--- config.mk ---
export PLATFORM = sky130hd
export DESIGN_NAME = ivc_irq_controller
export DESIGN_NICKNAME = d
export VERILOG_FILES = /design/src/rtl/ivc_pkg.sv /design/src/rtl/ivc_edge_detect.sv /design/src/rtl/ivc_prio_pick.sv /design/src/rtl/ivc_irq_controller.sv
export VERILOG_INCLUDE_DIRS = /design/src /design/src/rtl
export SDC_FILE = /design/constraint.sdc
export NUM_CORES = 1
export LEC_CHECK = 0
export BUFFER_PORTS_ARGS = -buffer_cell sky130_fd_sc_hd__buf_2
export CAP_MARGIN = 20
export CORE_AREA = 5 5 119 121
export CTS_CLUSTER_SIZE = 40
export DETAILED_ROUTE_END_ITERATION = 10
export DIE_AREA = 0 0 124 126
export GPL_ROUTABILITY_DRIVEN = 0
export HOLD_SLACK_MARGIN = 0.05
export PLACE_DENSITY = 0.75
export SYNTH_ARGS = -nofsm -noshare
export SYNTH_HDL_FRONTEND = slang
export SYNTH_HIERARCHICAL = 1
export SYNTH_SLANG_ARGS = --single-unit
--- constraint.sdc ---
create_clock -name clk -period 3.1 [get_ports clk]
set_clock_uncertainty 0.1 [all_clocks]
set_input_delay 0.62 -clock clk [delete_from_list [all_inputs] [get_ports clk]]
set_output_delay 0.62 -clock clk [all_outputs]
set_load 0.1 [all_outputs]
--- src/rtl/ivc_params.svh ---
`ifndef IVC_PARAMS_SVH
`define IVC_PARAMS_SVH

// exception codes and handler addresses
`define IVC_CODE_RESET          16'h0000
`define IVC_CODE_NMI            16'h0010
`define IVC_CODE_WDTA_NMI       16'h0020
`define IVC_CODE_WDTB_NMI       16'h0030
`define IVC_CODE_TRAP_LOW_BASE  12'h004
`define IVC_CODE_TRAP_HIGH_BASE 12'h005
`define IVC_HANDLER_TRAP_LOW    32'h00000040
`define IVC_HANDLER_TRAP_HIGH   32'h00000050
`define IVC_CODE_EXC_TRAP       16'h0060
`define IVC_MASKABLE_BASE       16'h0080

// source counts
`define IVC_SOURCES_BASE        55
`define IVC_SOURCES_WITH_TWI    57
`define IVC_NONMASKABLE_COUNT   3
`define IVC_MASKABLE_COUNT      54
`define IVC_PRIO_W              6
`define IVC_PIN_COUNT           8
`define IVC_TRAP_NUM_W          5
`define IVC_TRAP_GROUP_BIT      4

// maskable slots, indexed by default priority
`define IVC_PRIO_WDTA_INTERVAL  6'h00
`define IVC_PRIO_PIN_FIRST      6'h01
`define IVC_PRIO_TMR00_A        6'h08
`define IVC_PRIO_TMR00_B        6'h09
`define IVC_PRIO_TWI_A          6'h19
`define IVC_PRIO_PIN7           6'h34
`define IVC_PRIO_TWI_B          6'h35
`define IVC_GENERIC_SLOTS       54'h2FFFFFFFFFFC00

// request classes, one-hot bit positions, lowest bit wins
`define IVC_CLS_RESET           0
`define IVC_CLS_NMI             1
`define IVC_CLS_WDTA            2
`define IVC_CLS_WDTB            3
`define IVC_CLS_EXC             4
`define IVC_CLS_TRAP            5
`define IVC_CLS_MASK            6
`define IVC_CLS_W               7

`endif

--- src/rtl/ivc_pkg.sv ---
`default_nettype none
`include "ivc_params.svh"

package ivc_pkg;

	typedef enum logic [1:0] {
		IVC_IDLE    = 2'b01,
		IVC_PRESENT = 2'b10
	} ivc_state_t;

	typedef logic [`IVC_PRIO_W-1:0] ivc_prio_t;

	// set wins over clear
	function automatic logic ivc_pend_next(input logic flag, input logic set, input logic clr);
		return set | (flag & ~clr);
	endfunction

	function automatic logic [15:0] ivc_maskable_code(input ivc_prio_t prio);
		return `IVC_MASKABLE_BASE + {6'h00, prio, 4'h0};
	endfunction

	function automatic logic [31:0] ivc_handler_of(input logic [15:0] code);
		return {16'h0000, code};
	endfunction

endpackage

`default_nettype wire

--- src/rtl/ivc_edge_detect.sv ---
`timescale 1ns/1ps
`default_nettype none

module ivc_edge_detect #(
	parameter int WIDTH = 1
) (
	// clock and reset
	input  wire logic             clk,
	input  wire logic             rst,
	// pins
	input  wire logic [WIDTH-1:0] level,
	input  wire logic [WIDTH-1:0] fall_sel,
	// one-cycle edge hits
	output logic      [WIDTH-1:0] hit
);

	logic [WIDTH-1:0] prev;
	wire  [WIDTH-1:0] rising  = level & ~prev;
	wire  [WIDTH-1:0] falling = ~level & prev;

	// a pin already high at reset release counts as a rising edge
	always_ff @(posedge clk) begin
		if (rst)
			prev <= '0;
		else
			prev <= level;
	end

	assign hit = (rising & ~fall_sel) | (falling & fall_sel);

endmodule

`default_nettype wire

--- src/rtl/ivc_prio_pick.sv ---
`timescale 1ns/1ps
`default_nettype none

module ivc_prio_pick #(
	parameter int WIDTH = 54,
	parameter int IDX_W = 6
) (
	// requests, bit 0 most urgent
	input  wire logic [WIDTH-1:0] req,
	// winner
	output logic                  any,
	output logic      [IDX_W-1:0] idx
);

	always_comb begin
		idx = '0;
		for (int i = WIDTH - 1; i >= 0; i--) begin
			if (req[i])
				idx = IDX_W'(i);
		end
	end

	assign any = |req;

endmodule

`default_nettype wire

--- src/rtl/ivc_irq_controller.sv ---
`timescale 1ns/1ps
`default_nettype none
`include "ivc_params.svh"
// How it works
// accepts 55 sources, or 57 when the two-wire serial variant is built.
// pin or watchdog reset vectors with code 0000H, handler 0, no resume point.
// valid NMI pin edge gives code 0010H, handler 10H, resumes at next instruction.
// watchdog A overflow in NMI mode gives code 0020H, handler 20H.
// watchdog B overflow in NMI mode gives code 0030H, handler 30H.
// low soft trap group gives code 004nH, shared handler 40H, resumes next.
// high soft trap group gives code 005nH, shared handler 50H, resumes next.
// illegal opcode or debug trap instruction gives code 0060H, resumes next.
// watchdog A overflow in interval mode is maskable priority 0, code 0080H.
// eight external pins are edge detected; pins 0-6 take priority 1-7.
// maskable handler address is the exception code zero-extended to 32 bits.
// timer 00 compare A is priority 8 code 0100H; compare B priority 9 code 0110H.
// among pending maskable requests the smallest priority number goes first.

module ivc_irq_controller
	import ivc_pkg::*;
#(
	parameter bit HAS_TWO_WIRE = 1'b1
) (
	// clock and reset
	input  wire logic                            clk,
	input  wire logic                            rst,
	// reset and non-maskable sources
	input  wire logic                            reset_pin_req,
	input  wire logic                            watchdog_a_reset,
	input  wire logic                            watchdog_b_reset,
	input  wire logic                            nmi_pin,
	input  wire logic                            nmi_edge_fall,
	input  wire logic                            watchdog_a_overflow,
	input  wire logic                            watchdog_a_nmi_mode,
	input  wire logic                            watchdog_b_overflow,
	input  wire logic                            watchdog_b_nmi_mode,
	// exceptions from the core
	input  wire logic                            soft_trap_req,
	input  wire logic [`IVC_TRAP_NUM_W-1:0]      soft_trap_number,
	input  wire logic                            illegal_opcode_trap,
	input  wire logic                            debug_trap_instruction,
	// maskable sources
	input  wire logic [`IVC_PIN_COUNT-1:0]       ext_pin_irq,
	input  wire logic [`IVC_PIN_COUNT-1:0]       ext_pin_edge_fall,
	input  wire logic                            timer00_compare_a_irq,
	input  wire logic                            timer00_compare_b_irq,
	input  wire logic [`IVC_MASKABLE_COUNT-1:0]  periph_irq,
	input  wire logic [`IVC_MASKABLE_COUNT-1:0]  irq_enable,
	input  wire logic                            cpu_irq_enable,
	// cpu side
	output logic                                 cpu_req_valid,
	input  wire logic                            cpu_ack,
	output logic      [15:0]                     cpu_req_code,
	output logic      [31:0]                     cpu_req_handler,
	output logic                                 cpu_req_resume_next,
	output logic      [`IVC_CLS_W-1:0]           cpu_req_class,
	output ivc_prio_t                            cpu_req_prio
);

	localparam int SOURCE_COUNT = HAS_TWO_WIRE ? `IVC_SOURCES_WITH_TWI : `IVC_SOURCES_BASE;
	localparam logic [`IVC_MASKABLE_COUNT-1:0] ONE = `IVC_MASKABLE_COUNT'(1);

	ivc_state_t state;
	ivc_state_t next_state;

	logic                           reset_pend;
	logic                           nmi_pend;
	logic                           wdta_pend;
	logic                           wdtb_pend;
	logic                           exc_pend;
	logic                           trap_pend;
	logic [`IVC_TRAP_NUM_W-1:0]     trap_num;
	logic [`IVC_MASKABLE_COUNT-1:0] mask_pend;

	logic                           nmi_hit;
	logic [`IVC_PIN_COUNT-1:0]      pin_hit;
	logic                           mask_any;
	ivc_prio_t                      pick_idx;

	ivc_edge_detect #(.WIDTH(1)) u_nmi_edge (
		.clk      (clk),
		.rst      (rst),
		.level    (nmi_pin),
		.fall_sel (nmi_edge_fall),
		.hit      (nmi_hit)
	);

	// all eight pins are edge triggered
	ivc_edge_detect #(.WIDTH(`IVC_PIN_COUNT)) u_pin_edge (
		.clk      (clk),
		.rst      (rst),
		.level    (ext_pin_irq),
		.fall_sel (ext_pin_edge_fall),
		.hit      (pin_hit)
	);

	// event decode
	wire reset_event = reset_pin_req | watchdog_a_reset | watchdog_b_reset;
	wire wdta_nmi_ev = watchdog_a_overflow & watchdog_a_nmi_mode;
	wire wdtb_nmi_ev = watchdog_b_overflow & watchdog_b_nmi_mode;
	wire wdta_int_ev = watchdog_a_overflow & ~watchdog_a_nmi_mode;
	wire exc_event   = illegal_opcode_trap | debug_trap_instruction;

	// the two-wire slots vanish on the smaller variant
	wire [`IVC_MASKABLE_COUNT-1:0] twi_slots    = (ONE << `IVC_PRIO_TWI_A) | (ONE << `IVC_PRIO_TWI_B);
	wire [`IVC_MASKABLE_COUNT-1:0] present_mask = HAS_TWO_WIRE ? ~'0 : ~twi_slots;

	wire [`IVC_MASKABLE_COUNT-1:0] wired_event =
		(`IVC_MASKABLE_COUNT'(wdta_int_ev) << `IVC_PRIO_WDTA_INTERVAL) |
		(`IVC_MASKABLE_COUNT'(pin_hit[`IVC_PIN_COUNT-2:0]) << `IVC_PRIO_PIN_FIRST) |
		(`IVC_MASKABLE_COUNT'(pin_hit[`IVC_PIN_COUNT-1]) << `IVC_PRIO_PIN7) |
		(`IVC_MASKABLE_COUNT'(timer00_compare_a_irq) << `IVC_PRIO_TMR00_A) |
		(`IVC_MASKABLE_COUNT'(timer00_compare_b_irq) << `IVC_PRIO_TMR00_B);

	wire [`IVC_MASKABLE_COUNT-1:0] mask_set = (wired_event | (periph_irq & `IVC_GENERIC_SLOTS)) & present_mask;

	// pending stays latched while masked; only the pick is gated
	wire [`IVC_MASKABLE_COUNT-1:0] eligible = mask_pend & irq_enable & present_mask &
		{`IVC_MASKABLE_COUNT{cpu_irq_enable}};

	ivc_prio_pick #(.WIDTH(`IVC_MASKABLE_COUNT), .IDX_W(`IVC_PRIO_W)) u_pick (
		.req (eligible),
		.any (mask_any),
		.idx (pick_idx)
	);

	// class arbitration: isolate lowest set bit
	wire [`IVC_CLS_W-1:0] class_req  = {mask_any, trap_pend, exc_pend, wdtb_pend, wdta_pend, nmi_pend, reset_pend};
	wire [`IVC_CLS_W-1:0] class_pick = class_req & (~class_req + `IVC_CLS_W'(1));
	wire                  class_any  = |class_req;

	wire                 trap_high = trap_num[`IVC_TRAP_GROUP_BIT];
	wire [3:0]           trap_low  = trap_num[`IVC_TRAP_GROUP_BIT-1:0];
	wire [15:0]          trap_code = {trap_high ? `IVC_CODE_TRAP_HIGH_BASE : `IVC_CODE_TRAP_LOW_BASE, trap_low};
	wire [31:0]          trap_hdlr = trap_high ? `IVC_HANDLER_TRAP_HIGH : `IVC_HANDLER_TRAP_LOW;

	wire [15:0] next_code =
		class_pick[`IVC_CLS_RESET] ? `IVC_CODE_RESET :
		class_pick[`IVC_CLS_NMI]   ? `IVC_CODE_NMI :
		class_pick[`IVC_CLS_WDTA]  ? `IVC_CODE_WDTA_NMI :
		class_pick[`IVC_CLS_WDTB]  ? `IVC_CODE_WDTB_NMI :
		class_pick[`IVC_CLS_EXC]   ? `IVC_CODE_EXC_TRAP :
		class_pick[`IVC_CLS_TRAP]  ? trap_code :
		ivc_maskable_code(pick_idx);

	// traps share one handler per group; all others derive it from the code
	wire [31:0] next_handler = class_pick[`IVC_CLS_TRAP] ? trap_hdlr : ivc_handler_of(next_code);
	// reset has no resume point; watchdog NMIs restore by their own recovery path
	wire next_resume = ~(class_pick[`IVC_CLS_RESET] | class_pick[`IVC_CLS_WDTA] | class_pick[`IVC_CLS_WDTB]);

	wire take     = (state == IVC_IDLE) && class_any;
	wire ack_done = (state == IVC_PRESENT) && cpu_ack;
	wire [`IVC_CLS_W-1:0]         clr_cls  = ack_done ? cpu_req_class : '0;
	wire [`IVC_MASKABLE_COUNT-1:0] clr_mask = (ack_done && cpu_req_class[`IVC_CLS_MASK]) ?
		(ONE << cpu_req_prio) : '0;

	always_comb begin
		case (state)
			IVC_IDLE:    next_state = class_any ? IVC_PRESENT : IVC_IDLE;
			IVC_PRESENT: next_state = cpu_ack ? IVC_IDLE : IVC_PRESENT;
			default:     next_state = IVC_IDLE;
		endcase
	end

	always_ff @(posedge clk) begin
		if (rst)
			state <= IVC_IDLE;
		else
			state <= next_state;
	end

	// pending flags: a new event in the clearing cycle survives
	always_ff @(posedge clk) begin
		if (rst) begin
			reset_pend <= 1'b0;
			nmi_pend   <= 1'b0;
			wdta_pend  <= 1'b0;
			wdtb_pend  <= 1'b0;
			exc_pend   <= 1'b0;
			trap_pend  <= 1'b0;
			mask_pend  <= '0;
		end else begin
			reset_pend <= ivc_pend_next(reset_pend, reset_event, clr_cls[`IVC_CLS_RESET]);
			nmi_pend   <= ivc_pend_next(nmi_pend, nmi_hit, clr_cls[`IVC_CLS_NMI]);
			wdta_pend  <= ivc_pend_next(wdta_pend, wdta_nmi_ev, clr_cls[`IVC_CLS_WDTA]);
			wdtb_pend  <= ivc_pend_next(wdtb_pend, wdtb_nmi_ev, clr_cls[`IVC_CLS_WDTB]);
			exc_pend   <= ivc_pend_next(exc_pend, exc_event, clr_cls[`IVC_CLS_EXC]);
			trap_pend  <= ivc_pend_next(trap_pend, soft_trap_req, clr_cls[`IVC_CLS_TRAP]);
			mask_pend  <= mask_set | (mask_pend & ~clr_mask);
		end
	end

	// a second trap before acknowledge overwrites the number; the core issues one at a time
	always_ff @(posedge clk) begin
		if (rst)
			trap_num <= '0;
		else if (soft_trap_req)
			trap_num <= soft_trap_number;
	end

	always_ff @(posedge clk) begin
		if (rst) begin
			cpu_req_code        <= 16'h0000;
			cpu_req_handler     <= 32'h00000000;
			cpu_req_resume_next <= 1'b0;
			cpu_req_class       <= '0;
			cpu_req_prio        <= '0;
		end else if (take) begin
			cpu_req_code        <= next_code;
			cpu_req_handler     <= next_handler;
			cpu_req_resume_next <= next_resume;
			cpu_req_class       <= class_pick;
			cpu_req_prio        <= pick_idx;
		end
	end

	assign cpu_req_valid = (state == IVC_PRESENT);
endmodule

`default_nettype wire

* After elaboration in Yosys (flattened, before gate mapping)
Index checks and enable logic that the tools add are counted.
Storage, ports and cells: output and inout port bits 63, logic and storage cells 150, input bits 147, register bits after elaboration 138
Cells by class: shift operators 1, bitwise operators 56, equal/unequal tests 2, add/subtract/negate cells 2, multiplexer cells 68, reduce and logical (&&, ||, !) cells 5
Operators with widths (count):
- two-way mux 6 bit | 55
- AND 54 bit | 3
- two-way mux 11 bit | 7
- OR reduction 60 bit | 1
- two-way mux 54 bit | 1
- NOT 54 bit | 1
- OR 53 x 54 -> 54 bit | 1
- OR 54 bit | 1
- OR reduction 54 bit | 1
- left shift 1 x 6 -> 54 bit, first input constant | 1
- OR 53 x 10 -> 53 bit | 1
- OR 53 x 9 -> 53 bit | 1
- OR 8 x 53 -> 53 bit | 1
- AND 8 bit | 4
- NOT 8 bit | 3
- AND 1 bit | 13
- OR 1 bit | 12
- adder 8 x 10 -> 11 bit, first input constant | 1
- NOT 1 bit | 11
- OR 1 x 8 -> 8 bit | 1
- OR 8 bit | 1
- adder 7 x 1 -> 7 bit, second input constant | 1
- AND 7 bit | 1
- NOT 7 bit | 1
- other kinds (7) | 10

* Longest topological paths before layout
Gate-level depths: netlist of the first run.
word-level depth 64, depth in mapped cells 13, gate-level depth less buffers 11

* Modules after synthesis
Netlist of the first run, hierarchy kept.
Modules (own cells, without submodules):
- ivc_irq_controller | times used 1, cells an instance 553, seq. area each 2062.0 um2, area each 4605.7 um2
- ivc_prio_pick | times used 1, cells an instance 124, seq. area each 0.0 um2, area each 631.9 um2
- ivc_edge_detect (u_pin_edge) | times used 1, cells an instance 40, seq. area each 160.2 um2, area each 390.4 um2
- ivc_edge_detect (u_nmi_edge) | times used 1, cells an instance 5, seq. area each 20.0 um2, area each 48.8 um2

* Worst setup path after synthesis of the first run
Ideal clock, no wire load.
path kind input-to-reg, start point input port cpu_irq_enable, end point register cpu_req_code[4], setup time 0.079 ns, data arrival time 2.936 ns, stages 12, path buffers 3, slack -0.015 ns, data required time 2.921 ns, path through clkbuf_1 and3_1 or4_1 or3_1 nor3_2 nand2_1 nor3_1 a21o_1 buf_2 buf_2 nand3_1 o211ai_1
Between the ends: elaborated cells on any way between the ends 64, classes of those cells add/sub (1); mux (60); bitwise (1); reduce/logical (2)
RTL lines:
- from (decl) | line ivc_irq_controller.sv:49 | input wire logic cpu_irq_enable,
- AND 54 bit (*) | line ivc_irq_controller.sv:118 | wire [`IVC_MASKABLE_COUNT-1:0] eligible = mask_pend & irq_enable & present_mask &
- named net eligible[51] | line ivc_irq_controller.sv:118
- two-way mux 6 bit (52 in series) | line ivc_prio_pick.sv:18 | if (req[i])
- adder 8 x 10 -> 11 bit (no line)
- two-way mux 11 bit | line ivc_irq_controller.sv:143 | class_pick[`IVC_CLS_TRAP] ? trap_code :
- two-way mux 11 bit | line ivc_irq_controller.sv:142 | class_pick[`IVC_CLS_EXC] ? `IVC_CODE_EXC_TRAP :
- two-way mux 11 bit | line ivc_irq_controller.sv:141 | class_pick[`IVC_CLS_WDTB] ? `IVC_CODE_WDTB_NMI :
- two-way mux 11 bit | line ivc_irq_controller.sv:140 | class_pick[`IVC_CLS_WDTA] ? `IVC_CODE_WDTA_NMI :
- two-way mux 11 bit | line ivc_irq_controller.sv:139 | class_pick[`IVC_CLS_NMI] ? `IVC_CODE_NMI :
- two-way mux 11 bit | line ivc_irq_controller.sv:138 | class_pick[`IVC_CLS_RESET] ? `IVC_CODE_RESET :
- to (signal assigned) | line ivc_irq_controller.sv:209 | cpu_req_code <= next_code;
- to (decl) | line ivc_irq_controller.sv:53 | output logic [15:0] cpu_req_code,
The timed path passes the listed nets; every way through them passes the cells marked *. A chain may end at the register's enable or synchronous reset.

* Worst setup path in the final report of the first run
start point input port cpu_irq_enable, end point register cpu_req_handler[9]
Between the ends: elaborated cells on any way between the ends 65, classes of those cells add/sub (1); mux (61); bitwise (1); reduce/logical (2)
RTL lines:
- AND 54 bit | line ivc_irq_controller.sv:118
- named net eligible[39] | line ivc_irq_controller.sv:118
- two-way mux 6 bit (40 in series) | line ivc_prio_pick.sv:18
- named net pick_idx[3] | line ivc_irq_controller.sv:78 | ivc_prio_t pick_idx;
- adder 8 x 10 -> 11 bit (no line)
- two-way mux 11 bit | line ivc_irq_controller.sv:143
- two-way mux 11 bit | line ivc_irq_controller.sv:142
- two-way mux 11 bit | line ivc_irq_controller.sv:141
- two-way mux 11 bit | line ivc_irq_controller.sv:140
- two-way mux 11 bit | line ivc_irq_controller.sv:139
- two-way mux 11 bit | line ivc_irq_controller.sv:138
- two-way mux 11 bit | line ivc_irq_controller.sv:147 | wire [31:0] next_handler = class_pick[`IVC_CLS_TRAP] ? trap_hdlr : ivc_handler_of(next_code);
- to (signal assigned) | line ivc_irq_controller.sv:210 | cpu_req_handler <= next_handler;
- to (decl) | line ivc_irq_controller.sv:54 | output logic [31:0] cpu_req_handler,
The timed path passes the listed nets, and every way through them passes these cells.

==> impl_metrics.xml, run 1 <==
<?xml version="1.0" encoding="UTF-8"?>
<metrics>
  <group name="synth">
    <metric name="synth_enable_flop_cells" unit="">0</metric>
    <metric name="top_cell_type_s_share_of_synthesized_area" unit="">0.395</metric>
    <metric name="synth.yosys.seq_area_share" unit="">0.395</metric>
    <metric name="synth_seq_cells" unit="">112</metric>
    <metric name="yosys_warnings" unit="">6</metric>
    <metric name="synthArstFlopShare" unit="">0</metric>
    <metric name="synth_area_per_cell" unit="µm²">7.86</metric>
    <metric name="synth.area.top_cells" unit="">dfxtp_1 (39%), nor2_1 (8.1%), and3_1 (6.8%), a21oi_1 (4.9%), buf_4 (3.8%)</metric>
    <metric name="ys_types" unit="">55</metric>
    <metric name="syn_area" unit="mm²">0.00568</metric>
    <metric name="main_synth_ff_type" unit="">dfxtp_1</metric>
    <metric name="synthesis.instances" unit="">722</metric>
    <metric name="yosys.area.top_type" unit="">dfxtp_1</metric>
  </group>
  <group name="route">
    <metric name="drc" unit="">0</metric>
    <metric name="highest_routed_layer" unit="">met4</metric>
    <metric name="met1_length" unit="µm">7200</metric>
    <metric name="drt_iter0_drc" unit="">382</metric>
    <metric name="dr_wl_met3" unit="µm">1550</metric>
    <metric name="drt-wirelength-per-cell" unit="µm">15.7</metric>
    <metric name="postRouteAntennaNets" unit="">0</metric>
    <metric name="num_vias" unit="">5784</metric>
    <metric name="wirelength" unit="µm">17300</metric>
    <metric name="route.detailed.vias_per_inst" unit="">5.25</metric>
    <metric name="drt_first_pass_iters" unit="">5</metric>
    <metric name="wl_met2" unit="µm">8000</metric>
  </group>
  <group name="global_route">
    <metric name="grt_usage" unit="">0.215</metric>
    <metric name="grt_antenna_before_repair" unit="">1</metric>
    <metric name="grt_total_ovfl" unit="">0</metric>
    <metric name="vias_in_the_first_global_route" unit="">5346</metric>
    <metric name="first_pass_grt_wire_length" unit="µm">26300</metric>
    <metric name="grt_start_max_net_pins" unit="">55</metric>
  </group>
  <group name="clocking">
    <metric name="cts_tree" unit="">done</metric>
    <metric name="max-clock-path-buffers" unit="">2</metric>
    <metric name="ctsResizeCount" unit="">0</metric>
    <metric name="htree_num_levels" unit="">3</metric>
    <metric name="clkTransAtPathRegs" unit="ns">0.07</metric>
    <metric name="cts.hold.buffers_added" unit="">0</metric>
    <metric name="clockRootBuffer" unit="">clkbuf_16</metric>
    <metric name="cts_post_setup_buffers_inserted" unit="">0</metric>
    <metric name="clk-insertion-delay-late" unit="ns">0.36</metric>
    <metric name="cts_made_buffers" unit="">9</metric>
    <metric name="tritoncts_num_sinks" unit="">112</metric>
  </group>
  <group name="placement">
    <metric name="post-dp-hpwl" unit="µm">13200</metric>
    <metric name="dp_worst_setup_slack" unit="ns">-0.176</metric>
    <metric name="port_buffers" unit="">172</metric>
  </group>
  <group name="worst_setup_path">
    <metric name="timing_worst_setup_path_type" unit="">primary input to flip-flop</metric>
    <metric name="critPathMostFrequentCell" unit="">a21oi_1</metric>
    <metric name="crit_path_max_fanout" unit="">17</metric>
    <metric name="cp_data_required_time" unit="ns">3.29</metric>
    <metric name="timing.critical_path.slowest_cell_delay" unit="ns">0.40</metric>
    <metric name="slowest_stage" unit="">a21oi_1</metric>
    <metric name="cell_by_cell_listing_of_the_critical_path" unit="">buf_2 &gt; buf_4 &gt; and3_1 &gt; nor4_1 &gt; nand3_1 &gt; a21oi_1 &gt; o21ai_0 &gt; a21oi_1 &gt; ha_1 &gt; xnor2_1 &gt; nor4_2 &gt; a21oi_1 &gt; nor2_1</metric>
    <metric name="timing.critical_path.to_type" unit="">flip-flop</metric>
    <metric name="cp.arrival" unit="ns">3.11</metric>
    <metric name="critPathLaunchType" unit="">primary input</metric>
  </group>
  <group name="sta">
    <metric name="timing.final.crit_period" unit="ns">2.92</metric>
    <metric name="slew_violations" unit="">0</metric>
    <metric name="whs" unit="ns">0.353</metric>
    <metric name="rsz0062_at_grt" unit="">no</metric>
    <metric name="max_slew.worst_pin.slew" unit="ns">0.610</metric>
    <metric name="timing_hold_violations_final" unit="">0</metric>
    <metric name="final.setup.worst_slack" unit="ns">0.177</metric>
    <metric name="final.period_utilization" unit="">0.943</metric>
    <metric name="fmaxAchievable" unit="MHz">342</metric>
    <metric name="timing.slew.headroom" unit="">0.591</metric>
    <metric name="setup_violations" unit="">0</metric>
    <metric name="setup_total_neg_slack" unit="ns">0</metric>
  </group>
  <group name="pwr">
    <metric name="powerDensity" unit="mW/mm²">626</metric>
    <metric name="power.total" unit="mW">4.53</metric>
    <metric name="ir_drop" unit="V">0.000530</metric>
    <metric name="cellInternalPower" unit="mW">2.74</metric>
    <metric name="total_leakage_power" unit="nW">3.49</metric>
    <metric name="pwr-share-clk" unit="">0.274</metric>
    <metric name="net_switching_power" unit="mW">1.79</metric>
    <metric name="p_sw_frac" unit="">0.396</metric>
    <metric name="p_seq_frac" unit="">0.371</metric>
    <metric name="comb_power_share" unit="">0.356</metric>
  </group>
  <group name="finish">
    <metric name="drive_gt1_frac" unit="">0.286</metric>
    <metric name="leading_cell_type_in_the_layout_fill_and_taps_excluded" unit="">buf_2</metric>
    <metric name="layout.core_utilization" unit="">0.558</metric>
    <metric name="nNetsFinal" unit="">1070</metric>
    <metric name="layout_common_cells" unit="">buf_2 (171), nor2_1 (123), dfxtp_1 (112), and3_1 (62), nand2_1 (57)</metric>
    <metric name="area.growth.synth_to_final" unit="%">27.6</metric>
  </group>
  <group name="floorplan">
    <metric name="design.die.area" unit="mm²">0.0156</metric>
    <metric name="floorplan.rows" unit="">42</metric>
    <metric name="fp.dieW" unit="µm">124</metric>
    <metric name="io_pins" unit="">210</metric>
    <metric name="floorplan.core_area" unit="mm²">0.0130</metric>
    <metric name="initial_utilization" unit="">0.437</metric>
    <metric name="die_y" unit="µm">126</metric>
  </group>
  <group name="hold_path">
    <metric name="hold_path.class" unit="">flip-flop to flip-flop</metric>
  </group>
  <group name="flow_run">
    <metric name="max_cap_violations" unit="">0</metric>
  </group>
  <group name="outcome">
    <metric name="outcome" unit="">completed</metric>
  </group>
</metrics>
==> sequential cells by signal, summed over array words and instances (netlist names), 2 cells and up <==
name	cells
cpu_req_class	7
u_pin_edge/prev	8
cpu_req_code	11
cpu_req_prio	6
mask_pend	54
cpu_req_handler	11
state	2
trap_num	5
==> area by class of cell <==
type / instances / area (µm²)
sequential: 112 / 2240
multi-input combinational: 539 / 3060
fill: 1242 / 5740
clock inverter: 6 / 83.8
inverter: 32 / 120
tap: 176 / 220
timing repair buffer: 226 / 1280
antenna: 1 / 2.50
clock buffer: 10 / 229
==> path summary, 6_finish.rpt <==
check	startpoint	depth (start not counted)	to	slack, ns
worst max-delay path	cpu_irq_enable	13	cpu_req_handler[9]	0.18
worst min-delay path	cpu_req_handler[5]	2	cpu_req_handler[5]	0.35
worst max register to register	mask_pend[51]	10	cpu_req_handler[4]	0.44
worst min register to register	cpu_req_handler[5]	2	cpu_req_handler[5]	0.35
==> worst max-delay path, delay by kind of cell <==
| family | cells | cell delay (ns) |
|---|---|---|
| simple gates | 5 | 1.00 |
| compound gates | 4 | 0.76 |
| buf+inv | 2 | 0.42 |
| fa+ha+maj | 1 | 0.24 |
| xor+xnor | 1 | 0.07 |
==> power groups by stage <==
| stage | logic, mW | clock network [mW] | registers (mW) |
|---|---|---|---|
| after global placement | 1.59 | 0 | 1.70 |
| final | 1.61 | 1.24 | 1.68 |
| after detailed placement | 1.60 | 0 | 1.71 |
| after global routing | 1.73 | 1.32 | 1.70 |
| after CTS | 1.61 | 1.27 | 1.68 |
| after floorplan | 0.839 | 0 | 2.04 |
==> cell families (layout without fill, tap and decap cells) <==
family,Yosys count,in the layout,synth area share
adders and majority gates,3,3,0.00661
AOI/OAI and AO/OA,159,159,0.194
buffers and inverters,96,274,0.0849
and+or+nand+nor,345,345,0.308
muxes,5,5,0.00882
other,1,27,0.000661
DFF,112,112,0.395
xor gates and xnor gates,1,1,0.00154
==> through the flow <==
step                      area (µm²)  cells
after floorplan                 5780    747
after global placement          6920   1085
after detailed placement        6920   1085
after CTS                       7230   1101
after global routing            7240   1102
final                           7240   1102
==> Yosys cell counts, drive strengths merged, types with 9 or more instances <==
master  count
nor4       14
dfxtp     112
nand2      57
a21oi      56
nand3      12
o22ai       9
o21ai      14
nor3       25
inv        32
nand2b     12
a311oi     13
nor2      123
a211oi     28
buf        34
clkbuf     30
and3       62
nor2b      11
==> metal layers <==
layer | up-vias | GRT usage
met2 | 221 | 0.353
met5 | - | 0
met1 | 2629 | 0.263
met4 | 0 | 0.0889
li1 | 2896 | -
met3 | 38 | 0.0596
(Power assumes the default switching activity.)
==> run 2: changes to the inputs <==
--- a/config.mk
+++ b/config.mk
@@ -10,12 +10,11 @@
 export CAP_MARGIN = 20
-export CORE_AREA = 5 5 119 121
+export CORE_AREA = 5 5 117 119
 export CTS_CLUSTER_SIZE = 40
 export DETAILED_ROUTE_END_ITERATION = 10
-export DIE_AREA = 0 0 124 126
+export DIE_AREA = 0 0 122 124
 export GPL_ROUTABILITY_DRIVEN = 0
 export HOLD_SLACK_MARGIN = 0.05
-export PLACE_DENSITY = 0.75
+export PLACE_DENSITY = 0.76
 export SYNTH_ARGS = -nofsm -noshare
 export SYNTH_HDL_FRONTEND = slang
-export SYNTH_HIERARCHICAL = 1
 export SYNTH_SLANG_ARGS = --single-unit
==> constraint.sdc (replaced) <==
create_clock -name clk -period 3.1 [get_ports clk]
set_clock_uncertainty 0.1 [all_clocks]
set_input_delay 0.155 -clock clk [delete_from_list [all_inputs] [get_ports clk]]
set_output_delay 0.155 -clock clk [all_outputs]
set_load 0.1 [all_outputs]
==> run 2 against run 1 <==
Total power shrank 3.1%. Sequential power is essentially flat. Die area shrank 3.2%. Final cell count shrank 0.36%. First-iteration DRC count grew 34%. Cell area grew 1.5%. Wire length grew 2.5%. Via count shrank 0.33%. Non-clock buffer count grew 19. Hold slack lost 0.29 ns. Critical endpoint is now cpu_req_code[4]. Highest routed layer unchanged.
==> impl_metrics.xml, run 2 <==
<?xml version="1.0" encoding="UTF-8"?>
<metrics>
  <group name="outcome">
    <metric name="outcome" unit="">completed</metric>
  </group>
  <group name="global_route">
    <metric name="grt_antenna_before_repair" unit="">0</metric>
    <metric name="grt_usage" unit="">0.230</metric>
    <metric name="first_pass_grt_wire_length" unit="µm">27200</metric>
    <metric name="grt_total_ovfl" unit="">0</metric>
    <metric name="grt_start_max_net_pins" unit="">104</metric>
    <metric name="vias_in_the_first_global_route" unit="">5376</metric>
  </group>
  <group name="worst_setup_path">
    <metric name="cp_data_required_time" unit="ns">3.22</metric>
    <metric name="timing.critical_path.slowest_cell_delay" unit="ns">0.63</metric>
    <metric name="timing.critical_path.to_type" unit="">flip-flop</metric>
    <metric name="crit_path_max_fanout" unit="">4</metric>
    <metric name="cp.arrival" unit="ns">2.79</metric>
    <metric name="timing_worst_setup_path_type" unit="">flip-flop to flip-flop</metric>
    <metric name="worst_path_dominant_cell_family" unit="">compound AO/OA/AOI/OAI gates</metric>
    <metric name="critical_path_buf_inv_count" unit="">0</metric>
    <metric name="cell_by_cell_listing_of_the_critical_path" unit="">nand2_1 &gt; a32o_1 &gt; a222oi_1 &gt; o31ai_1 &gt; a2111oi_0 &gt; o2bb2ai_1 &gt; a211oi_1 &gt; o22ai_1</metric>
    <metric name="critPathLaunchType" unit="">flip-flop</metric>
    <metric name="slowest_stage" unit="">a2111oi_0</metric>
  </group>
  <group name="sta">
    <metric name="whs" unit="ns">0.0611</metric>
    <metric name="setup_total_neg_slack" unit="ns">0</metric>
    <metric name="final.setup.worst_slack" unit="ns">0.438</metric>
    <metric name="rsz0062_at_grt" unit="">no</metric>
    <metric name="fmaxAchievable" unit="MHz">376</metric>
    <metric name="max_slew.worst_pin.slew" unit="ns">0.799</metric>
    <metric name="final.period_utilization" unit="">0.859</metric>
    <metric name="setup_violations" unit="">0</metric>
    <metric name="timing.final.crit_period" unit="ns">2.66</metric>
    <metric name="timing_hold_violations_final" unit="">0</metric>
    <metric name="timing.slew.headroom" unit="">0.453</metric>
    <metric name="slew_violations" unit="">0</metric>
  </group>
  <group name="route">
    <metric name="route.detailed.vias_per_inst" unit="">5.25</metric>
    <metric name="drt_first_pass_iters" unit="">5</metric>
    <metric name="wl_met2" unit="µm">8520</metric>
    <metric name="highest_routed_layer" unit="">met4</metric>
    <metric name="num_vias" unit="">5765</metric>
    <metric name="postRouteAntennaNets" unit="">0</metric>
    <metric name="drt-wirelength-per-cell" unit="µm">16.2</metric>
    <metric name="drt_iter0_drc" unit="">511</metric>
    <metric name="wirelength" unit="µm">17800</metric>
    <metric name="dr_wl_met3" unit="µm">1420</metric>
    <metric name="drc" unit="">0</metric>
    <metric name="met1_length" unit="µm">7550</metric>
  </group>
  <group name="floorplan">
    <metric name="fp.dieW" unit="µm">122</metric>
    <metric name="die_y" unit="µm">124</metric>
    <metric name="io_pins" unit="">210</metric>
    <metric name="design.die.area" unit="mm²">0.0151</metric>
    <metric name="floorplan.rows" unit="">41</metric>
    <metric name="floorplan.core_area" unit="mm²">0.0125</metric>
    <metric name="initial_utilization" unit="">0.441</metric>
  </group>
  <group name="finish">
    <metric name="multiInputGateArea" unit="mm²">0.00283</metric>
    <metric name="antenna-diode-count" unit="">0</metric>
    <metric name="area.growth.synth_to_final" unit="%">33.8</metric>
    <metric name="max_flop_register" unit="">mask_pend</metric>
    <metric name="largest_reg_flops" unit="">54</metric>
    <metric name="filler_cell_count" unit="">1162</metric>
    <metric name="drive_gt1_frac" unit="">0.219</metric>
    <metric name="nNetsFinal" unit="">1072</metric>
    <metric name="layout_common_cells" unit="">buf_2 (171), dfxtp_1 (112), a21oi_1 (89), nand2_1 (85), o21ai_0 (71)</metric>
    <metric name="largest_registers" unit="">mask_pend (54), cpu_req_code (11), cpu_req_handler (11)</metric>
    <metric name="finish.cell_count_without_fillers" unit="">1098</metric>
    <metric name="final-seq-area" unit="mm²">0.00224</metric>
    <metric name="leading_cell_type_in_the_layout_fill_and_taps_excluded" unit="">buf_2</metric>
  </group>
  <group name="synth">
    <metric name="syn_area" unit="mm²">0.00550</metric>
    <metric name="post_synth_fa_ha_maj_area_fraction" unit="">0.00683</metric>
    <metric name="synth_seq_cells" unit="">112</metric>
    <metric name="synth_xor_area_frac" unit="">0.00159</metric>
    <metric name="ys_types" unit="">67</metric>
    <metric name="synth_common_cells" unit="">dfxtp_1 (112), a21oi_1 (89), nand2_1 (85)</metric>
    <metric name="synthesis.instances" unit="">695</metric>
    <metric name="post-synth-top-count-cell" unit="">dfxtp_1</metric>
    <metric name="synthArstFlopShare" unit="">0</metric>
    <metric name="synth.area.mux_share" unit="">0.0164</metric>
    <metric name="synth_enable_flop_cells" unit="">0</metric>
    <metric name="yosys_warnings" unit="">0</metric>
    <metric name="synthesized_area_fraction_occupied_by_ao_oa_aoi_and_oai_cells" unit="">0.283</metric>
    <metric name="synth.yosys.seq_area_share" unit="">0.408</metric>
    <metric name="yosys.area.top_type" unit="">dfxtp_1</metric>
    <metric name="top_cell_type_s_share_of_synthesized_area" unit="">0.408</metric>
    <metric name="synth_area_per_cell" unit="µm²">7.91</metric>
    <metric name="synth.area.top_cells" unit="">dfxtp_1 (41%), a21oi_1 (8.1%), o21ai_0 (6.5%), nand2_1 (5.8%), nor2_1 (3.8%)</metric>
    <metric name="synth_top_family_by_area" unit="">compound AO/OA/AOI/OAI gates</metric>
    <metric name="fraction_of_the_mapped_netlist_area_in_simple_logic_gates" unit="">0.188</metric>
    <metric name="main_synth_ff_type" unit="">dfxtp_1</metric>
  </group>
  <group name="clocking">
    <metric name="cts_made_buffers" unit="">9</metric>
    <metric name="ctsResizeCount" unit="">0</metric>
    <metric name="clk-insertion-delay-late" unit="ns">0.35</metric>
    <metric name="cts_tree" unit="">done</metric>
    <metric name="tritoncts_num_sinks" unit="">112</metric>
    <metric name="clkTransAtPathRegs" unit="ns">0.07</metric>
    <metric name="htree_num_levels" unit="">3</metric>
    <metric name="max-clock-path-buffers" unit="">2</metric>
    <metric name="clockRootBuffer" unit="">clkbuf_16</metric>
  </group>
  <group name="pwr">
    <metric name="pwr-share-clk" unit="">0.250</metric>
    <metric name="total_leakage_power" unit="nW">3.39</metric>
    <metric name="net_switching_power" unit="mW">1.82</metric>
    <metric name="ir_drop" unit="V">0.000469</metric>
    <metric name="cellInternalPower" unit="mW">2.58</metric>
    <metric name="p_seq_frac" unit="">0.388</metric>
    <metric name="p_sw_frac" unit="">0.413</metric>
    <metric name="power.total" unit="mW">4.39</metric>
    <metric name="comb_power_share" unit="">0.362</metric>
    <metric name="powerDensity" unit="mW/mm²">597</metric>
  </group>
  <group name="placement">
    <metric name="dp_worst_setup_slack" unit="ns">0.449</metric>
    <metric name="port_buffers" unit="">172</metric>
    <metric name="post-dp-hpwl" unit="µm">12500</metric>
    <metric name="dp_cells" unit="">1013</metric>
  </group>
  <group name="hold_path">
    <metric name="hold_path.class" unit="">primary input to flip-flop</metric>
  </group>
  <group name="flow_run">
    <metric name="max_cap_violations" unit="">0</metric>
  </group>
</metrics>
[run 2: cell types whose count changed after synthesis, sizes merged, moves of 11 or more]
cell	change
a211oi	-21
and3	-58
nor2	-67
a22o	+20
a22oi	+14
a311oi	-11
nand2	+28
nor3	-18
inv	+18
o21ai	+57
a21oi	+33
nor4	-14
[run 2: area by class of cell]
cell class | count | area share
clock inverters | 5 | 0.00460
repair buffers | 245 | 0.218
well taps | 172 | 0.0293
clock buffers | 10 | 0.0325
inverters | 51 | 0.0260
multi-input cells | 503 | 0.384
flip-flops and latches | 112 | 0.305
[run 2: cell families after synthesis]
logic type | after synthesis
simple gates | 214
xor+xnor | 1
compound gates | 250
buf+inv | 105
flops | 112
mux | 9
other cells | 1
fa+ha+maj | 3
[run 2: timing repair]
item | CTS | global route
hold buffers | 69 | 0
hold endpoints to repair | 73 | 0
buffers inserted | 0 | 0
[run 2: power by group through the flow]
stage / clock network (mW) / logic, mW / registers, mW
2_1_floorplan: 0 / 0.824 / 2.11
3_3_place_gp: 0 / 1.50 / 1.73
3_5_place_dp: 0 / 1.51 / 1.73
4_1_cts: 1.13 / 1.58 / 1.70
5_1_grt: 1.18 / 1.69 / 1.72
6_report: 1.10 / 1.59 / 1.70
[run 2: worst reg2reg max path, cell delays in order, from the launching register on]
cell       delay [ns]
dfxtp_1          0.37
nand2_1          0.08
a32o_1           0.26
a222oi_1         0.32
o31ai_1          0.16
a2111oi_0        0.63
o2bb2ai_1        0.25
a211oi_1         0.26
o22ai_1          0.11
[run 2: path summary, 6_finish.rpt]
path	startpoint	end	slack [ns]	depth (start not counted)
worst max-delay path	mask_pend[42]	cpu_req_code[4]	0.44	8
worst min-delay path	nmi_edge_fall	nmi_pend	0.06	4
worst min register to register	cpu_req_code[7]	cpu_req_code[7]	0.34	2
worst max register to register	mask_pend[42]	cpu_req_code[4]	0.44	8
[run 2: through the flow]
stage / utilization / cell area (µm²)
floorplan: - / 5590
global placement: 0.510 / 6360
detailed placement: 0.510 / 6360
CTS: 0.587 / 7320
global route: 0.590 / 7350
finish: 0.590 / 7350
[run 2: layer usage]
layer	up-vias	track usage
li1	2862	-
met1	2671	0.284
met2	212	0.394
met3	20	0.0708
met4	0	0.0567
met5	-	0
